[src/hw/cim_defs.svh]
// Register offsets, field positions and reset values of the CAN event and mode block
`ifndef CIM_DEFS_SVH
`define CIM_DEFS_SVH

// ==========================================
// Register indices and byte addresses
// ==========================================
`define CIM_IDX_OPCTL 4'h0
`define CIM_IDX_CMD 4'h1
`define CIM_IDX_STATUS 4'h2
`define CIM_IDX_FLAGS 4'h3
`define CIM_IDX_ENABLES 4'h4
`define CIM_IDX_MODE_STAT 4'h5

// ==========================================
// Field positions
// ==========================================
`define CIM_BIT_BUS_ERR 3'h7
`define CIM_BIT_ARB_LOST 3'h6
`define CIM_BIT_PASSIVE 3'h5
`define CIM_BIT_WAKEUP 3'h4
`define CIM_BIT_OVERRUN 3'h3
`define CIM_BIT_WARNING 3'h2
`define CIM_BIT_TX_DONE 3'h1
`define CIM_BIT_RX_PEND 3'h0

`define CIM_MOD_SLEEP 3'h4
`define CIM_MOD_SINGLE 3'h3
`define CIM_MOD_SELFTEST 3'h2
`define CIM_MOD_LISTEN 3'h1
`define CIM_MOD_RESET 3'h0

`define CIM_ST_BUS 3'h7
`define CIM_ST_ERR 3'h6
`define CIM_ST_TXBUF 3'h2
`define CIM_ST_OVERRUN 3'h1

`define CIM_CMD_RELEASE 3'h2

// ==========================================
// Widths and reset values
// ==========================================
`define CIM_MOD_USED_W 5
`define CIM_PASSIVE_LIMIT 9'h07F
`define CIM_OPCTL_RESET 5'h01
`define CIM_BYTE_ZERO 8'h00

`endif

[src/hw/cim_pkg.sv]
// Types shared by the CAN event and mode block
package cim_pkg;

	// ==========================================
	// Controller mode
	// ==========================================
	typedef enum logic [1:0] {
		CIM_RESET = 2'b00,
		CIM_OPERATE = 2'b01,
		CIM_SLEEP = 2'b10
	} cim_mode_t;

endpackage : cim_pkg

[src/hw/cim_ctrl.sv]
// CAN controller event flags, event enables and mode control with an Avalon-MM slave
`include "cim_defs.svh"

module cim_ctrl (
	// Clock and reset
	input wire logic sys_clk_i,
	input wire logic rst_n_i,
	// Avalon-MM slave
	input wire logic [3:0] avs_address_i,
	input wire logic avs_read_i,
	input wire logic avs_write_i,
	input wire logic [7:0] avs_writedata_i,
	output logic [7:0] avs_readdata_o,
	output logic avs_waitrequest_o,
	// Events from the protocol engine, same clock
	input wire logic bus_error_i,
	input wire logic arb_lost_i,
	input wire logic [8:0] rx_err_count_i,
	input wire logic [8:0] tx_err_count_i,
	input wire logic bus_status_i,
	input wire logic error_status_i,
	input wire logic tx_buf_status_i,
	input wire logic overrun_status_i,
	input wire logic rx_msg_avail_i,
	input wire logic rx_more_msgs_i,
	input wire logic bus_active_i,
	// Pin side bus activity, asynchronous
	input wire logic rx_pin_i,
	// Interrupt, mode outputs and receive release strobe
	output logic irq_o,
	output logic single_filter_o,
	output logic ack_ok_wo_ack_o,
	output logic ack_drive_en_o,
	output logic frame_abort_o,
	output logic reset_mode_o,
	output logic sleeping_o,
	output logic rx_release_o
);

	// ==========================================
	// State
	// ==========================================
	logic [7:0] event_flag_reg;
	logic [7:0] event_enable_reg;
	logic [4:0] operating_control_reg;
	cim_pkg::cim_mode_t mode;
	logic [7:0] next_flags;
	logic [7:0] set_vec;
	logic rx_meta;
	logic rx_sync;
	logic rx_sync_d;
	logic bus_st_d;
	logic err_st_d;
	logic txbuf_d;
	logic ovr_d;
	logic passive_d;
	logic passive_now;
	logic ack_phase;
	logic wr_stb;
	logic rd_stb;
	logic flags_read;
	logic release_cmd;
	logic sleep_wr;
	logic sleep_val;
	logic reset_wr;

	// ==========================================
	// Bus decode, one wait state on reads
	// ==========================================
	assign wr_stb = avs_write_i;
	assign rd_stb = avs_read_i && ack_phase;
	assign avs_waitrequest_o = avs_read_i && !ack_phase;
	assign flags_read = rd_stb && (avs_address_i == `CIM_IDX_FLAGS);
	assign release_cmd = wr_stb && (avs_address_i == `CIM_IDX_CMD) && avs_writedata_i[`CIM_CMD_RELEASE];
	assign sleep_wr = wr_stb && (avs_address_i == `CIM_IDX_OPCTL) && (mode != cim_pkg::CIM_RESET);
	assign sleep_val = avs_writedata_i[`CIM_MOD_SLEEP];
	assign reset_wr = wr_stb && (avs_address_i == `CIM_IDX_OPCTL);

	always_ff @(posedge sys_clk_i or negedge rst_n_i) begin
		if (!rst_n_i) begin
			ack_phase <= 1'b0;
		end else begin
			ack_phase <= avs_read_i && !ack_phase;
		end
	end

	always_ff @(posedge sys_clk_i or negedge rst_n_i) begin
		if (!rst_n_i) begin
			avs_readdata_o <= `CIM_BYTE_ZERO;
		end else if (avs_read_i && !ack_phase) begin
			unique case (avs_address_i)
				`CIM_IDX_OPCTL: avs_readdata_o <= {3'h0, operating_control_reg};
				`CIM_IDX_STATUS: avs_readdata_o <= {bus_status_i, error_status_i, 3'h0,
					tx_buf_status_i, overrun_status_i, rx_msg_avail_i};
				`CIM_IDX_FLAGS: avs_readdata_o <= event_flag_reg;
				`CIM_IDX_ENABLES: avs_readdata_o <= event_enable_reg;
				`CIM_IDX_MODE_STAT: avs_readdata_o <= {6'h00, mode};
				default: avs_readdata_o <= `CIM_BYTE_ZERO;
			endcase
		end
	end

	// ==========================================
	// Pin synchroniser and edge history
	// ==========================================
	always_ff @(posedge sys_clk_i or negedge rst_n_i) begin
		if (!rst_n_i) begin
			rx_meta <= 1'b1;
			rx_sync <= 1'b1;
			rx_sync_d <= 1'b1;
		end else begin
			rx_meta <= rx_pin_i;
			rx_sync <= rx_meta;
			rx_sync_d <= rx_sync;
		end
	end

	assign passive_now = (rx_err_count_i > `CIM_PASSIVE_LIMIT) || (tx_err_count_i > `CIM_PASSIVE_LIMIT);

	always_ff @(posedge sys_clk_i or negedge rst_n_i) begin
		if (!rst_n_i) begin
			bus_st_d <= 1'b0;
			err_st_d <= 1'b0;
			txbuf_d <= 1'b1;
			ovr_d <= 1'b0;
			passive_d <= 1'b0;
		end else begin
			bus_st_d <= bus_status_i;
			err_st_d <= error_status_i;
			txbuf_d <= tx_buf_status_i;
			ovr_d <= overrun_status_i;
			passive_d <= passive_now;
		end
	end

	// ==========================================
	// Event enables
	// ==========================================
	always_ff @(posedge sys_clk_i or negedge rst_n_i) begin
		if (!rst_n_i) begin
			event_enable_reg <= `CIM_BYTE_ZERO;
		end else if (wr_stb && avs_address_i == `CIM_IDX_ENABLES) begin
			event_enable_reg <= avs_writedata_i;
		end
	end

	// ==========================================
	// Event flags
	// ==========================================
	always_comb begin
		set_vec = `CIM_BYTE_ZERO;
		set_vec[`CIM_BIT_BUS_ERR] = bus_error_i;
		set_vec[`CIM_BIT_ARB_LOST] = arb_lost_i;
		set_vec[`CIM_BIT_PASSIVE] = passive_now != passive_d;
		set_vec[`CIM_BIT_WAKEUP] = (mode == cim_pkg::CIM_SLEEP) && (bus_active_i || (rx_sync_d && !rx_sync));
		set_vec[`CIM_BIT_OVERRUN] = overrun_status_i && !ovr_d;
		set_vec[`CIM_BIT_WARNING] = (bus_status_i != bus_st_d) || (error_status_i != err_st_d);
		set_vec[`CIM_BIT_TX_DONE] = tx_buf_status_i && !txbuf_d;
		set_vec[`CIM_BIT_RX_PEND] = 1'b0;
		set_vec = set_vec & event_enable_reg;
	end

	genvar gi;
	generate
		for (gi = 1; gi < 8; gi++) begin : g_flag
			// Hardware set wins over the read clear
			assign next_flags[gi] = set_vec[gi] || (event_flag_reg[gi] && !flags_read);
		end
	endgenerate
	// Receive pending tracks buffer contents; release with nothing left clears it
	assign next_flags[`CIM_BIT_RX_PEND] = event_enable_reg[`CIM_BIT_RX_PEND] && rx_msg_avail_i
		&& !(release_cmd && !rx_more_msgs_i);

	always_ff @(posedge sys_clk_i or negedge rst_n_i) begin
		if (!rst_n_i) begin
			event_flag_reg <= `CIM_BYTE_ZERO;
		end else begin
			event_flag_reg <= next_flags;
		end
	end

	assign irq_o = |event_flag_reg;
	assign rx_release_o = release_cmd;

	// ==========================================
	// Mode register and controller mode
	// ==========================================
	always_ff @(posedge sys_clk_i or negedge rst_n_i) begin
		if (!rst_n_i) begin
			operating_control_reg <= `CIM_OPCTL_RESET;
		end else if (reset_wr) begin
			operating_control_reg[`CIM_MOD_SINGLE] <= avs_writedata_i[`CIM_MOD_SINGLE];
			operating_control_reg[`CIM_MOD_SELFTEST] <= avs_writedata_i[`CIM_MOD_SELFTEST];
			operating_control_reg[`CIM_MOD_LISTEN] <= avs_writedata_i[`CIM_MOD_LISTEN];
			operating_control_reg[`CIM_MOD_RESET] <= avs_writedata_i[`CIM_MOD_RESET];
			if (sleep_wr) begin
				// Refused sleep falls back to wake-up
				operating_control_reg[`CIM_MOD_SLEEP] <= sleep_val && !irq_o && !bus_active_i;
			end
		end
	end

	always_ff @(posedge sys_clk_i or negedge rst_n_i) begin
		if (!rst_n_i) begin
			mode <= cim_pkg::CIM_RESET;
		end else begin
			unique case (mode)
				cim_pkg::CIM_RESET: begin
					if (reset_wr && !avs_writedata_i[`CIM_MOD_RESET]) begin
						mode <= cim_pkg::CIM_OPERATE;
					end
				end
				cim_pkg::CIM_OPERATE: begin
					if (reset_wr && avs_writedata_i[`CIM_MOD_RESET]) begin
						mode <= cim_pkg::CIM_RESET;
					end else if (sleep_wr && sleep_val && !irq_o && !bus_active_i) begin
						mode <= cim_pkg::CIM_SLEEP;
					end
				end
				cim_pkg::CIM_SLEEP: begin
					if (reset_wr && avs_writedata_i[`CIM_MOD_RESET]) begin
						mode <= cim_pkg::CIM_RESET;
					end else if ((sleep_wr && !sleep_val) || set_vec[`CIM_BIT_WAKEUP]
						|| bus_active_i) begin
						mode <= cim_pkg::CIM_OPERATE;
					end
				end
				default: mode <= cim_pkg::CIM_RESET;
			endcase
		end
	end

	// ==========================================
	// Mode outputs
	// ==========================================
	assign reset_mode_o = (mode == cim_pkg::CIM_RESET);
	assign sleeping_o = (mode == cim_pkg::CIM_SLEEP);
	assign frame_abort_o = reset_wr && avs_writedata_i[`CIM_MOD_RESET] && !reset_mode_o;
	assign single_filter_o = operating_control_reg[`CIM_MOD_SINGLE];
	assign ack_ok_wo_ack_o = operating_control_reg[`CIM_MOD_SELFTEST];
	assign ack_drive_en_o = !operating_control_reg[`CIM_MOD_LISTEN] && !reset_mode_o;

	// ==========================================
	// Assertions
	// ==========================================
	irq_follows_flags_a: assert property (@(posedge sys_clk_i) disable iff (!rst_n_i)
		(irq_o == (event_flag_reg != 8'h00))) else $error("irq does not follow flags");
	read_clears_a: assert property (@(posedge sys_clk_i) disable iff (!rst_n_i)
		flags_read && !bus_error_i |=> !event_flag_reg[7]) else $error("bus error flag not cleared by read");
	bus_err_set_a: assert property (@(posedge sys_clk_i) disable iff (!rst_n_i)
		bus_error_i && event_enable_reg[7] |=> event_flag_reg[7]) else $error("bus error flag not set");
	arb_gate_a: assert property (@(posedge sys_clk_i) disable iff (!rst_n_i)
		!event_enable_reg[6] && !event_flag_reg[6] |=> !event_flag_reg[6]) else $error("arb flag set while disabled");
	overrun_edge_a: assert property (@(posedge sys_clk_i) disable iff (!rst_n_i)
		$rose(overrun_status_i) && event_enable_reg[3] |=> event_flag_reg[3]) else $error("overrun flag missed");
	warning_change_a: assert property (@(posedge sys_clk_i) disable iff (!rst_n_i)
		$changed(error_status_i) && event_enable_reg[2] |=> event_flag_reg[2]) else $error("warning flag missed");
	rx_pend_track_a: assert property (@(posedge sys_clk_i) disable iff (!rst_n_i)
		rx_msg_avail_i && event_enable_reg[0] && !release_cmd |=> event_flag_reg[0]) else $error("rx pending lost");
	mode_read_zero_a: assert property (@(posedge sys_clk_i) disable iff (!rst_n_i)
		avs_read_i && !ack_phase && avs_address_i == 4'h0 |=> avs_readdata_o[7:5] == 3'h0)
		else $error("reserved mode bits nonzero");
	reset_entry_a: assert property (@(posedge sys_clk_i) disable iff (!rst_n_i)
		reset_wr && avs_writedata_i[0] |=> reset_mode_o) else $error("reset mode not entered");
	listen_ack_a: assert property (@(posedge sys_clk_i) disable iff (!rst_n_i)
		operating_control_reg[1] |-> !ack_drive_en_o) else $error("ack driven in listen only");

	passive_set_a: assert property (@(posedge sys_clk_i) disable iff (!rst_n_i)
		(passive_now != passive_d) && event_enable_reg[`CIM_BIT_PASSIVE]
		|=> event_flag_reg[`CIM_BIT_PASSIVE])
		else $error("passive change flag missed");
	wake_set_a: assert property (@(posedge sys_clk_i) disable iff (!rst_n_i)
		(mode == cim_pkg::CIM_SLEEP) && bus_active_i && event_enable_reg[`CIM_BIT_WAKEUP]
		|=> event_flag_reg[`CIM_BIT_WAKEUP])
		else $error("wakeup flag missed");
	tx_done_set_a: assert property (@(posedge sys_clk_i) disable iff (!rst_n_i)
		$rose(tx_buf_status_i) && event_enable_reg[`CIM_BIT_TX_DONE]
		|=> event_flag_reg[`CIM_BIT_TX_DONE])
		else $error("transmit done flag missed");
	rx_release_clr_a: assert property (@(posedge sys_clk_i) disable iff (!rst_n_i)
		release_cmd && !rx_more_msgs_i
		|=> !event_flag_reg[`CIM_BIT_RX_PEND])
		else $error("receive pending not cleared by release");
	rx_pend_gate_a: assert property (@(posedge sys_clk_i) disable iff (!rst_n_i)
		!event_enable_reg[`CIM_BIT_RX_PEND]
		|=> !event_flag_reg[`CIM_BIT_RX_PEND])
		else $error("receive pending set while disabled");
	enable_write_a: assert property (@(posedge sys_clk_i) disable iff (!rst_n_i)
		wr_stb && (avs_address_i == `CIM_IDX_ENABLES)
		|=> event_enable_reg == $past(avs_writedata_i))
		else $error("enable register write lost");
	sleep_refuse_a: assert property (@(posedge sys_clk_i) disable iff (!rst_n_i)
		sleep_wr && sleep_val && (irq_o || bus_active_i)
		|=> !operating_control_reg[`CIM_MOD_SLEEP])
		else $error("sleep accepted while busy");
	sleep_entry_a: assert property (@(posedge sys_clk_i) disable iff (!rst_n_i)
		(mode == cim_pkg::CIM_OPERATE) && sleep_wr && sleep_val && !irq_o && !bus_active_i
		&& !avs_writedata_i[`CIM_MOD_RESET] |=> sleeping_o)
		else $error("sleep not entered");
	sleep_lock_a: assert property (@(posedge sys_clk_i) disable iff (!rst_n_i)
		reset_wr && (mode == cim_pkg::CIM_RESET)
		|=> operating_control_reg[`CIM_MOD_SLEEP] == $past(operating_control_reg[`CIM_MOD_SLEEP]))
		else $error("sleep bit written in reset mode");
	wake_clear_a: assert property (@(posedge sys_clk_i) disable iff (!rst_n_i)
		(mode == cim_pkg::CIM_SLEEP) && sleep_wr && !sleep_val
		|=> !sleeping_o)
		else $error("clearing sleep did not wake");
	filter_sel_a: assert property (@(posedge sys_clk_i) disable iff (!rst_n_i)
		reset_wr
		|=> single_filter_o == $past(avs_writedata_i[`CIM_MOD_SINGLE]))
		else $error("filter select not stored");
	self_test_a: assert property (@(posedge sys_clk_i) disable iff (!rst_n_i)
		reset_wr
		|=> ack_ok_wo_ack_o == $past(avs_writedata_i[`CIM_MOD_SELFTEST]))
		else $error("self test bit not stored");
	abort_pulse_a: assert property (@(posedge sys_clk_i) disable iff (!rst_n_i)
		reset_wr && avs_writedata_i[`CIM_MOD_RESET] && !reset_mode_o
		|-> frame_abort_o)
		else $error("frame abort missing");
	reset_exit_a: assert property (@(posedge sys_clk_i) disable iff (!rst_n_i)
		reset_mode_o && reset_wr && !avs_writedata_i[`CIM_MOD_RESET]
		|=> !reset_mode_o)
		else $error("reset mode not left");
	irq_drop_a: assert property (@(posedge sys_clk_i) disable iff (!rst_n_i)
		(event_flag_reg == `CIM_BYTE_ZERO)
		|-> !irq_o)
		else $error("irq high with no flag");
	arb_set_a: assert property (@(posedge sys_clk_i) disable iff (!rst_n_i)
		arb_lost_i && event_enable_reg[`CIM_BIT_ARB_LOST]
		|=> event_flag_reg[`CIM_BIT_ARB_LOST])
		else $error("arbitration flag missed");
	warn_bus_a: assert property (@(posedge sys_clk_i) disable iff (!rst_n_i)
		$changed(bus_status_i) && event_enable_reg[`CIM_BIT_WARNING]
		|=> event_flag_reg[`CIM_BIT_WARNING])
		else $error("warning flag missed on bus status");
	overrun_gate_a: assert property (@(posedge sys_clk_i) disable iff (!rst_n_i)
		!event_enable_reg[`CIM_BIT_OVERRUN] && !event_flag_reg[`CIM_BIT_OVERRUN]
		|=> !event_flag_reg[`CIM_BIT_OVERRUN])
		else $error("overrun flag set while disabled");
	rx_keep_read_a: assert property (@(posedge sys_clk_i) disable iff (!rst_n_i)
		flags_read && rx_msg_avail_i && event_enable_reg[`CIM_BIT_RX_PEND] && !release_cmd
		|=> event_flag_reg[`CIM_BIT_RX_PEND])
		else $error("receive pending cleared by read");
	bus_err_gate_a: assert property (@(posedge sys_clk_i) disable iff (!rst_n_i)
		!event_enable_reg[`CIM_BIT_BUS_ERR] && !event_flag_reg[`CIM_BIT_BUS_ERR]
		|=> !event_flag_reg[`CIM_BIT_BUS_ERR])
		else $error("bus error flag set while disabled");

endmodule : cim_ctrl

[config.mk]
export PLATFORM = sky130hd
export DESIGN_NAME = cim_ctrl
export DESIGN_NICKNAME = d
export VERILOG_FILES = /design/src/hw/cim_pkg.sv /design/src/hw/cim_ctrl.sv
export VERILOG_INCLUDE_DIRS = /design/src /design/src/hw
export SDC_FILE = /design/constraint.sdc
export NUM_CORES = 1
export LEC_CHECK = 0
export ABC_AREA = 1
export BUFFER_PORTS_ARGS = -buffer_cell sky130_fd_sc_hd__buf_2
export CAP_MARGIN = 0
export CORE_UTILIZATION = 45
export CTS_CLUSTER_SIZE = 10
export DETAILED_ROUTE_END_ITERATION = 10
export PLACE_DENSITY = 0.77
export SETUP_SLACK_MARGIN = 0.5
export SLEW_MARGIN = 5
export SYNTH_ARGS = -nofsm -noshare
export SYNTH_HDL_FRONTEND = slang
export SYNTH_SLANG_ARGS = --single-unit
[constraint.sdc]
create_clock -name sys_clk_i -period 1.35 [get_ports sys_clk_i]
set_clock_uncertainty 0.2 [all_clocks]
set_input_delay 0.0675 -clock sys_clk_i [delete_from_list [all_inputs] [get_ports sys_clk_i]]
set_output_delay 0.0675 -clock sys_clk_i [all_outputs]
set_load 0.02 [all_outputs]
After elaboration in Yosys (flattened, before gate mapping)
Cells that the tools add are included.
Storage, ports and cells
  register bits: 40
  input port bits: 44
  output and inout bits: 17
  word-level logic and storage cells: 101
Cells by class
  $lt $le $gt $ge: 2
  equal/unequal tests: 13
  mux-type cells: 7
  bitwise logic cells: 1
  reductions and logical operators: 63
Operators by type and width (count)
  $pmux 8 s5: 1
  $logic_and 1x1->1: 32
  $gt 9x7->1 const B: 2
  $logic_not 1->1: 13
  $logic_or 1x1->1: 12
  $mux 2: 5
  $and 8x8->8: 1
  $eq 4x2->1 const B: 2
  $eq 4x3->1 const B: 2
  $reduce_or 8->1: 1
  $pmux 2 s3: 1
  $eq 4x1->1 const B: 1
  $logic_not 4->1: 1
  $ne 1x1->1: 3
  $ne 3x1->1 const B: 1
  $ne 3x3->1 const B: 1
  $reduce_and 3->1: 1
  $eq 2x1->1 const B: 1
  $eq 2x2->1 const B: 1
  $logic_not 2->1: 1
  $ne 2x1->1 const B: 1
  $reduce_and 2->1: 1
  $reduce_bool 2->1: 1

Longest topological paths before layout
Gate-level depths: netlist of run 1.
  word-level depth: 10
  mapped depth: 9
  gate-level depth less buffers: 9

Least setup slack after synthesis of run 1
Ideal clock, no wire load.
  path kind: register -> register
  start point: reg mode[1]
  end point: reg mode[0]
  setup time: 119 ps
  arrival: 1316 ps
  required time: 1031 ps
  slack: -285 ps
  cell stages (with the launch flop): 5
  path buffers: 0
  clock period less this slack: 1635 ps
  cells stage by stage: dfrtp_1 nor2_1 o21ai_0 nand4_1 nand2_1
On the way
  elaborated cells on any way between the ends: 18
  classes of those cells: eq/ne: 5; mux: 1; bitwise: 1; reduce/logical: 11
RTL lines
  from (decl): RTL line cim_ctrl.sv:46  | cim_pkg::cim_mode_t mode;
  from (signal assigned): RTL line cim_ctrl.sv:205  | mode <= cim_pkg::CIM_RESET;
  from (signal assigned): RTL line cim_ctrl.sv:210  | mode <= cim_pkg::CIM_OPERATE;
  from (signal assigned): RTL line cim_ctrl.sv:215  | mode <= cim_pkg::CIM_RESET;
  $logic_not 2->1 (*)
  via reset_mode_o: RTL line cim_ctrl.sv:35  | output logic reset_mode_o,
  $ne 2x1->1 (no line)
  $reduce_and 3->1 (no line)
The timed path passes the listed nets; every way through them passes the cells marked *.
A chain may end at the register's enable or synchronous reset.

Final worst setup path of run 1
  start point: reg event_flag_reg[3]
  end point: out irq_o
On the way
  word-level cells in the longest chain between the ends: 1
Ends and longest elaborated chain
  from (decl): RTL line cim_ctrl.sv:43  | logic [7:0] event_flag_reg;
  from (signal assigned): RTL line cim_ctrl.sv:176  | event_flag_reg <= `CIM_BYTE_ZERO;
  from (signal assigned): RTL line cim_ctrl.sv:178  | event_flag_reg <= next_flags;
  $reduce_or 8->1: RTL line cim_ctrl.sv:182  | assign irq_o = |event_flag_reg;
  to (decl): RTL line cim_ctrl.sv:30  | output logic irq_o,
Every way passes these cells.

==> results of run 1 <==
[per-stage QoR]
stage          instance area (um2)  worst slack [ns]  setup TNS [ns]  utilization, %  power, uW
2_1_floorplan                 1920            0.0588               0               -       2090
3_3_place_gp                  2300           -0.0162         -0.0268            57.5       2400
3_5_place_dp                  2300           -0.0334         -0.0529            57.5       2430
4_1_cts                       2960            -0.209          -0.511            74.0       3750
5_1_grt                       3210            -0.321           -1.18            80.2       4200
6_report                      3210            -0.285          -0.842            80.2       4030
[cells in the final DEF (no fill, tap or decap), drive strengths merged]
cell type / netlist / routed
buf: 1 / 93
nand2: 69 / 69
dfrtp: 35 / 35
o21ai: 26 / 26
inv: 24 / 25
nor2: 23 / 23
nand3: 13 / 13
dlygate4sd3: 0 / 8
clkbuf: 0 / 6
dfstp: 5 / 5
a21oi: 5 / 5
nand4: 3 / 3
xor2: 2 / 2
mux2: 2 / 2
o22a: 2 / 2
o311a: 1 / 1
or2: 1 / 1
o22ai: 1 / 1
clkinv: 0 / 1
bufinv: 0 / 1
[cell type report]
cell class / count / area (um2)
Clock inverter: 2 / 35.0
Sequential cell: 40 / 1010
Tap cell: 50 / 62.6
Fill cell: 219 / 791
Inverter: 24 / 108
Clock buffer: 6 / 72.6
Timing Repair inverter: 1 / 11.3
Timing Repair Buffer: 101 / 898
Multi-Input combinational cell: 148 / 1010
[cell families after synthesis]
family / count (synthesis) / synth area share (%)
and+or+nand+nor: 109 / 26.8
DFF: 40 / 53.8
AOI/OAI and AO/OA: 35 / 11.3
buffers and inverters: 25 / 5.55
xor gates and xnor gates: 2 / 0.937
muxes: 2 / 1.61
[routing by layer]
layer | global-route usage (%) | routed length [um] | vias to the layer above
met5 | 0 | 0 | -
met4 | 10.9 | 342 | 0
met3 | 7.19 | 416 | 30
met2 | 43.9 | 3390 | 107
met1 | 30.2 | 2220 | 939
li1 | - | - | 903
[worst max path at each step]
| stage | endpoint | slack [ns] | cells past startpoint |
|---|---|---|---|
| 2_1_floorplan | mode[0] | 0.06 | 9 |
| 3_3_place_gp | mode[0] | -0.02 | 9 |
| 3_5_place_dp | mode[1] | -0.03 | 9 |
| 4_1_cts | irq_o | -0.21 | 6 |
| 5_1_grt | irq_o | -0.32 | 6 |
| 6_report | irq_o | -0.29 | 6 |
[power by group]
| group | leakage (uW) | internal [uW] | switching, uW |
|---|---|---|---|
| registers | 0.000466 | 1410 | 212 |
| logic | 0.00103 | 739 | 677 |
| clock network | 0.0000552 | 549 | 435 |
[cells in the mapped netlist (3+ instances only)]
library cell  count  area, um2
a21oi_1           4       20.0
dfrtp_1          35        876
dfstp_2           5        131
inv_1            20       75.1
inv_2             3       11.3
nand2_1          67        251
nand3_1          10       50.1
nand4_1           3       18.8
nor2_1           16       60.1
nor2_2            4       25.0
nor2_4            3       33.8
o21ai_0          17       85.1
o21ai_1           4       20.0
o21ai_2           5       43.8
[timing repair]
| item | in CTS | in global routing |
|---|---|---|
| setup buffers | 25 | 9 |
| hold buffers | 8 | 2 |
| endpoints found under the hold margin | 74 | 22 |
| resized for setup | 88 | 49 |
| gates cloned | 1 | 0 |
| pin swaps | 15 | 15 |
| endpoints found under the setup margin | 49 | 55 |
==> flow_summary.html, run 1 <==
<table>
<tr><th>Metric</th><th>Value</th></tr>
<tr><th colspan="2">CTS</th></tr>
<tr><td>Cell at the root of the clock tree</td><td>clkbuf_8</td></tr>
<tr><td>CTS buffer count</td><td>5</td></tr>
<tr><td>Number of H-tree branching levels</td><td>2</td></tr>
<tr><td>CTS tree</td><td>built</td></tr>
<tr><td>Number of clock sinks</td><td>40</td></tr>
<tr><td>Longest Clk Path Bufs</td><td>2</td></tr>
<tr><td>Insertion delay to the later sink of the worst-skew pair</td><td>0.30 ns</td></tr>
<tr><td>Clk pin slew, worst setup/hold paths</td><td>around 0.08 ns</td></tr>
<tr><th colspan="2">Run status</th></tr>
<tr><td>Result of the run</td><td>complete, but fails checks</td></tr>
<tr><td>Failing checks</td><td>negative hold slack, negative setup slack</td></tr>
<tr><th colspan="2">Setup path</th></tr>
<tr><td>Setup crit end kind</td><td>output pin</td></tr>
<tr><td>Worst Path Required</td><td>approximately 1.1 ns</td></tr>
<tr><td>Setup Crit Path Kind</td><td>reg -&gt; out</td></tr>
<tr><td>CP bufs+invs</td><td>3</td></tr>
<tr><td>Cell family with the largest share of critical-path delay</td><td>flip-flops</td></tr>
<tr><td>Origin of the worst setup path</td><td>event_flag_reg[3]</td></tr>
<tr><td>Startpoint types</td><td>flip-flop</td></tr>
<tr><td>CP max stage delay</td><td>0.43 ns</td></tr>
<tr><td>Reg2Reg Depth</td><td>8</td></tr>
<tr><td>Top fanout value on the critical path</td><td>3</td></tr>
<tr><td>Crit path max-delay cell type</td><td>dfrtp_1</td></tr>
<tr><td>Endpoint arrival time on the critical path</td><td>1.37 ns</td></tr>
<tr><td>Endpoint of the most critical register-to-register path</td><td>mode[1]</td></tr>
<tr><td>R2r startpoint</td><td>event_flag_reg[3]</td></tr>
<tr><td>Register-to-register setup slack</td><td>-0.16 ns</td></tr>
<tr><td>Cell-by-cell trace of the critical path</td><td>nor2_1 -&gt; nand2_1 -&gt; nor2_2 -&gt; buf_4 -&gt; inv_2 -&gt; buf_6</td></tr>
<tr><th colspan="2">Min path</th></tr>
<tr><td>Source of the worst hold timing path</td><td>avs_writedata_i[7]</td></tr>
<tr><td>Path class of the lowest-slack min-delay path</td><td>in -&gt; reg</td></tr>
<tr><td>Worst hold path endpoint</td><td>event_enable_reg[7]</td></tr>
<tr><td>Cells on Worst Hold Path</td><td>2</td></tr>
<tr><th colspan="2">Drt</th></tr>
<tr><td>Number of remaining DRC errors</td><td>0</td></tr>
<tr><td>DRT iter0 DRCs</td><td>169</td></tr>
<tr><td>Routed length per placed instance</td><td>17.1 um</td></tr>
<tr><td>Routed wire length</td><td>6370 um</td></tr>
<tr><td>Remaining antenna violation count after routing</td><td>0</td></tr>
<tr><td>DR pass1 iterations</td><td>4</td></tr>
<tr><td>Via density</td><td>5.32</td></tr>
<tr><td>Routed via count</td><td>1979</td></tr>
<tr><th colspan="2">Yosys</th></tr>
<tr><td>Fraction of registers with async set/reset</td><td>100%</td></tr>
<tr><td>Distinct cell type count of the synthesized netlist</td><td>27</td></tr>
<tr><td>Flip-flop and latch count after synthesis</td><td>40</td></tr>
<tr><td>Sequential element share of the synthesized area</td><td>53.8%</td></tr>
<tr><td>Area of the mapped netlist</td><td>0.00187 mm2</td></tr>
<tr><td>Number of enable flip-flop cells after synthesis</td><td>0</td></tr>
<tr><td>Nets in the synthesized netlist</td><td>257</td></tr>
<tr><td>Synthesis warning total</td><td>0</td></tr>
<tr><td>Avg Inst Size Synth</td><td>8.78 um2</td></tr>
<tr><td>Most frequently used flop master after synthesis</td><td>dfrtp_1</td></tr>
<tr><td>Synthesized netlist cell count</td><td>213</td></tr>
<tr><th colspan="2">Die</th></tr>
<tr><td>CORE AREA</td><td>0.00400 mm2</td></tr>
<tr><td>Chip Width</td><td>66.5 um</td></tr>
<tr><td>Initial Utilization</td><td>46.8%</td></tr>
<tr><td>Core Rows</td><td>23</td></tr>
<tr><td>Area of the die</td><td>about 0.0044 mm2</td></tr>
<tr><td>Die Span Y</td><td>66.5 um</td></tr>
<tr><td>Count of pins on the block boundary</td><td>61</td></tr>
<tr><th colspan="2">Placed design</th></tr>
<tr><td>RD Place Congestion</td><td>0.803</td></tr>
<tr><td>Half-perimeter wire length after detailed placement</td><td>between 3000 and 4000 um</td></tr>
<tr><td>Placed Cells</td><td>321</td></tr>
<tr><td>Number of buffers added on ports</td><td>46</td></tr>
<tr><th colspan="2">Finish</th></tr>
<tr><td>Post-synthesis to final-layout area growth</td><td>71.6%</td></tr>
<tr><td>Total Nets Final</td><td>365</td></tr>
<tr><td>Share of layout cells above drive strength 1</td><td>58.7%</td></tr>
<tr><td>Number of standard cells in the layout, taps in and fillers out</td><td>372</td></tr>
<tr><td>Antenna fix cells</td><td>0</td></tr>
<tr><th colspan="2">Timing</th></tr>
<tr><td>Final worst path period share</td><td>121%</td></tr>
<tr><td>Number of max-slew violations in the final report</td><td>0</td></tr>
<tr><td>Setup-failing EPs final</td><td>7</td></tr>
<tr><td>Worst-case hold slack</td><td>-0.203 ns</td></tr>
<tr><td>Number of failing hold endpoints at the final stage</td><td>24</td></tr>
<tr><td>Unrepaired setup endpoints after global routing</td><td>yes</td></tr>
<tr><td>Headroom to the max-slew limit</td><td>79.3%</td></tr>
<tr><td>Timing-limited maximum frequency</td><td>0.611 GHz</td></tr>
<tr><td>Fin crit period</td><td>1.64 ns</td></tr>
<tr><td>Slew of the pin with the lowest slew margin</td><td>~0.31 ns</td></tr>
<tr><td>Final worst-path setup slack</td><td>-0.285 ns</td></tr>
<tr><th colspan="2">Power and ir drop</th></tr>
<tr><td>Maximum ir drop on the vdd rail</td><td>0.000908 V</td></tr>
<tr><td>Leakage dissipation</td><td>0.00155 uW</td></tr>
<tr><td>Cell area power density</td><td>1250 mW/mm2</td></tr>
<tr><th colspan="2">Global route</th></tr>
<tr><td>Total global routing overflow</td><td>0</td></tr>
<tr><td>Number of global-route vias before repair</td><td>1820</td></tr>
<tr><td>Maximum number of pins on one net before global-route repair</td><td>25</td></tr>
<tr><td>Antenna violations before repair</td><td>0</td></tr>
<tr><td>Global-route wire length before repair</td><td>8210 um</td></tr>
<tr><td>GRT Resource Usage Total</td><td>roughly a quarter</td></tr>
<tr><th colspan="2">Job</th></tr>
<tr><td>Number of violations of the max-capacitance limit</td><td>0</td></tr>
</table>
(Power assumes the default switching activity.)
==> run 2: changes to the inputs <==
CORE_UTILIZATION = 54   (was 45)
PLACE_DENSITY = 0.86   (was 0.77)
clock period = 2.1 ns   (was 1.35 ns; I/O delays follow)
==> flow_summary.html, run 2 (same netlist as run 1, synthesis figures left out) <==
<table>
<tr><th>Metric</th><th>Value</th></tr>
<tr><th colspan="2">CTS</th></tr>
<tr><td>Number of clock sinks</td><td>40</td></tr>
<tr><td>Cell at the root of the clock tree</td><td>clkbuf_4</td></tr>
<tr><td>Longest Clk Path Bufs</td><td>2</td></tr>
<tr><td>CTS buffer count</td><td>5</td></tr>
<tr><td>Clk pin slew, worst setup/hold paths</td><td>0.12 ns</td></tr>
<tr><td>CTS tree</td><td>built</td></tr>
<tr><td>Insertion delay to the later sink of the worst-skew pair</td><td>about 0.36 ns</td></tr>
<tr><td>Number of H-tree branching levels</td><td>2</td></tr>
<tr><th colspan="2">Timing</th></tr>
<tr><td>Final worst path period share</td><td>77.4%</td></tr>
<tr><td>Fin crit period</td><td>1.62 ns</td></tr>
<tr><td>Timing-limited maximum frequency</td><td>0.615 GHz</td></tr>
<tr><td>Headroom to the max-slew limit</td><td>43.4%</td></tr>
<tr><td>Number of max-slew violations in the final report</td><td>0</td></tr>
<tr><td>Worst-case hold slack</td><td>-0.00712 ns</td></tr>
<tr><td>Setup-failing EPs final</td><td>0</td></tr>
<tr><td>Number of failing hold endpoints at the final stage</td><td>1</td></tr>
<tr><td>Setup tns final</td><td>0 ns</td></tr>
<tr><td>Unrepaired setup endpoints after global routing</td><td>yes</td></tr>
<tr><td>Slew of the pin with the lowest slew margin</td><td>0.849 ns</td></tr>
<tr><th colspan="2">Setup path</th></tr>
<tr><td>R2r startpoint</td><td>mode[1]</td></tr>
<tr><td>Endpoint arrival time on the critical path</td><td>1.32 ns</td></tr>
<tr><td>Reg2Reg Depth</td><td>5</td></tr>
<tr><td>Cell-by-cell trace of the critical path</td><td>nor2_1 -&gt; nand3_1 -&gt; nor2_2 -&gt; inv_1 -&gt; buf_6</td></tr>
<tr><td>Endpoint of the most critical register-to-register path</td><td>mode[1]</td></tr>
<tr><td>Startpoint types</td><td>flip-flop</td></tr>
<tr><td>Origin of the worst setup path</td><td>event_flag_reg[1]</td></tr>
<tr><td>CP max stage delay</td><td>0.42 ns</td></tr>
<tr><td>Register-to-register setup slack</td><td>0.58 ns</td></tr>
<tr><td>Worst Path Required</td><td>between 1.5 and 2 ns</td></tr>
<tr><td>Top fanout value on the critical path</td><td>2</td></tr>
<tr><td>Crit path max-delay cell type</td><td>dfrtp_1</td></tr>
<tr><td>Setup crit end kind</td><td>output pin</td></tr>
<tr><td>Destination of the critical timing path</td><td>irq_o</td></tr>
<tr><td>Setup Crit Path Kind</td><td>reg -&gt; out</td></tr>
<tr><th colspan="2">Finish</th></tr>
<tr><td>Share of the core filled with cells in the final layout</td><td>between 70% and 80%</td></tr>
<tr><td>Antenna fix cells</td><td>0</td></tr>
<tr><td>Post-synthesis to final-layout area growth</td><td>40.9%</td></tr>
<tr><td>Share of layout cells above drive strength 1</td><td>a little under a third</td></tr>
<tr><td>Most common cell after layout, fill and taps aside</td><td>nand2_1</td></tr>
<tr><td>Most used cells in the layout excluding fill and tap cells</td><td>nand2_1 (66), buf_2 (45), dfrtp_1 (35), dlygate4sd3_1 (30), inv_1 (20)</td></tr>
<tr><td>Total Nets Final</td><td>349</td></tr>
<tr><th colspan="2">Die</th></tr>
<tr><td>Initial Utilization</td><td>a little under three fifths</td></tr>
<tr><td>Die Span Y</td><td>60.9 um</td></tr>
<tr><td>Count of pins on the block boundary</td><td>61</td></tr>
<tr><td>Chip Width</td><td>between 60 and 70 um</td></tr>
<tr><td>Area of the die</td><td>0.00370 mm2</td></tr>
<tr><td>CORE AREA</td><td>0.00334 mm2</td></tr>
<tr><td>Core Rows</td><td>21</td></tr>
<tr><th colspan="2">Global route</th></tr>
<tr><td>Global-route wire length before repair</td><td>7000 um</td></tr>
<tr><td>Maximum number of pins on one net before global-route repair</td><td>41</td></tr>
<tr><td>GRT Resource Usage Total</td><td>a little over a quarter</td></tr>
<tr><td>Antenna violations before repair</td><td>0</td></tr>
<tr><td>Total global routing overflow</td><td>0</td></tr>
<tr><td>Number of global-route vias before repair</td><td>1686</td></tr>
<tr><th colspan="2">Min path</th></tr>
<tr><td>Cells on Worst Hold Path</td><td>4</td></tr>
<tr><td>Path class of the lowest-slack min-delay path</td><td>in -&gt; reg</td></tr>
<tr><th colspan="2">Run status</th></tr>
<tr><td>Result of the run</td><td>complete, but fails checks</td></tr>
<tr><td>Failing checks</td><td>negative hold slack</td></tr>
<tr><th colspan="2">Drt</th></tr>
<tr><td>Remaining antenna violation count after routing</td><td>0</td></tr>
<tr><td>DR pass1 iterations</td><td>4</td></tr>
<tr><td>Top Layer Used</td><td>met4</td></tr>
<tr><td>Routed via count</td><td>roughly 1800</td></tr>
<tr><td>DR WL met3</td><td>202 um</td></tr>
<tr><td>Via density</td><td>4.97</td></tr>
<tr><td>Number of remaining DRC errors</td><td>0</td></tr>
<tr><td>Wire length on met1</td><td>approximately 1900 um</td></tr>
<tr><td>Routed length per placed instance</td><td>13.0 um</td></tr>
<tr><td>DRT iter0 DRCs</td><td>100</td></tr>
<tr><td>Routed wire length</td><td>4570 um</td></tr>
<tr><td>Met2 routed WL</td><td>approximately 2400 um</td></tr>
<tr><th colspan="2">Job</th></tr>
<tr><td>Number of violations of the max-capacitance limit</td><td>0</td></tr>
<tr><th colspan="2">Placed design</th></tr>
<tr><td>RD Place Congestion</td><td>0.833</td></tr>
<tr><td>Half-perimeter wire length after detailed placement</td><td>2860 um</td></tr>
<tr><td>Number of buffers added on ports</td><td>46</td></tr>
<tr><th colspan="2">Power and ir drop</th></tr>
<tr><td>Leakage dissipation</td><td>0.00135 uW</td></tr>
<tr><td>Total design power</td><td>2030 uW</td></tr>
<tr><td>Maximum ir drop on the vdd rail</td><td>0.000503 V</td></tr>
<tr><td>Cell area power density</td><td>771 mW/mm2</td></tr>
</table>
## run 2: worst min-delay path by stage
stage	startpoint	to
after global routing	avs_address_i[1]	operating_control_reg[1]
after detailed placement	rx_pin_i	rx_meta
after CTS	avs_address_i[3]	operating_control_reg[0]
after floorplan	rst_n_i	ack_phase
after global placement	rx_pin_i	rx_meta
final	avs_address_i[1]	operating_control_reg[1]
## run 2: per-layer routing
metal  up-vias  GRT usage [%]
li1        860              -
met4         0           12.7
met2        57           44.0
met5         -              0
met1       826           33.0
met3         7           4.26
## run 2: power by group
group / total (uW) / leakage, uW / switching, uW / internal, uW
registers: 1000 / 0.000471 / 102 / 902
logic: 605 / 0.000850 / 333 / 273
clock network: 423 / 0.0000315 / 259 / 164
## run 2: per-stage QoR
step                      area [um2]  instances  worst slack, ns
final                           2640        352            0.475
after global placement          2150        304            0.688
after detailed placement        2150        304            0.635
after CTS                       2560        346            0.441
after floorplan                 1870        213            0.671
after global routing            2640        352            0.417
## run 2: cell type report
| type | count | area (um2) |
|---|---|---|
| clock buffers | 7 | 55.1 |
| flip-flops and latches | 40 | 1010 |
| repair buffers | 86 | 626 |
| inverters | 24 | 92.6 |
| clock inverters | 1 | 7.51 |
| well taps | 46 | 57.6 |
| multi-input cells | 148 | 790 |
| fillers | 226 | 702 |
## run 2: repair_timing
| action | in CTS | in global routing |
|---|---|---|
| pin swaps | 2 | 4 |
| setup buffers | 2 | 6 |
| hold buffers | 32 | 0 |
| cloned | 0 | 0 |
| gates resized for setup | 3 | 9 |
| endpoints found under the setup margin | 5 | 6 |
| hold endpoints to repair | 72 | 0 |
## run 2: worst max-delay path: cells and delay by family, from the launching register on
family,cells,cell delay (ns)
flip-flops,1,0.42
AND/OR/NAND/NOR,3,0.34
buffers and inverters,2,0.21
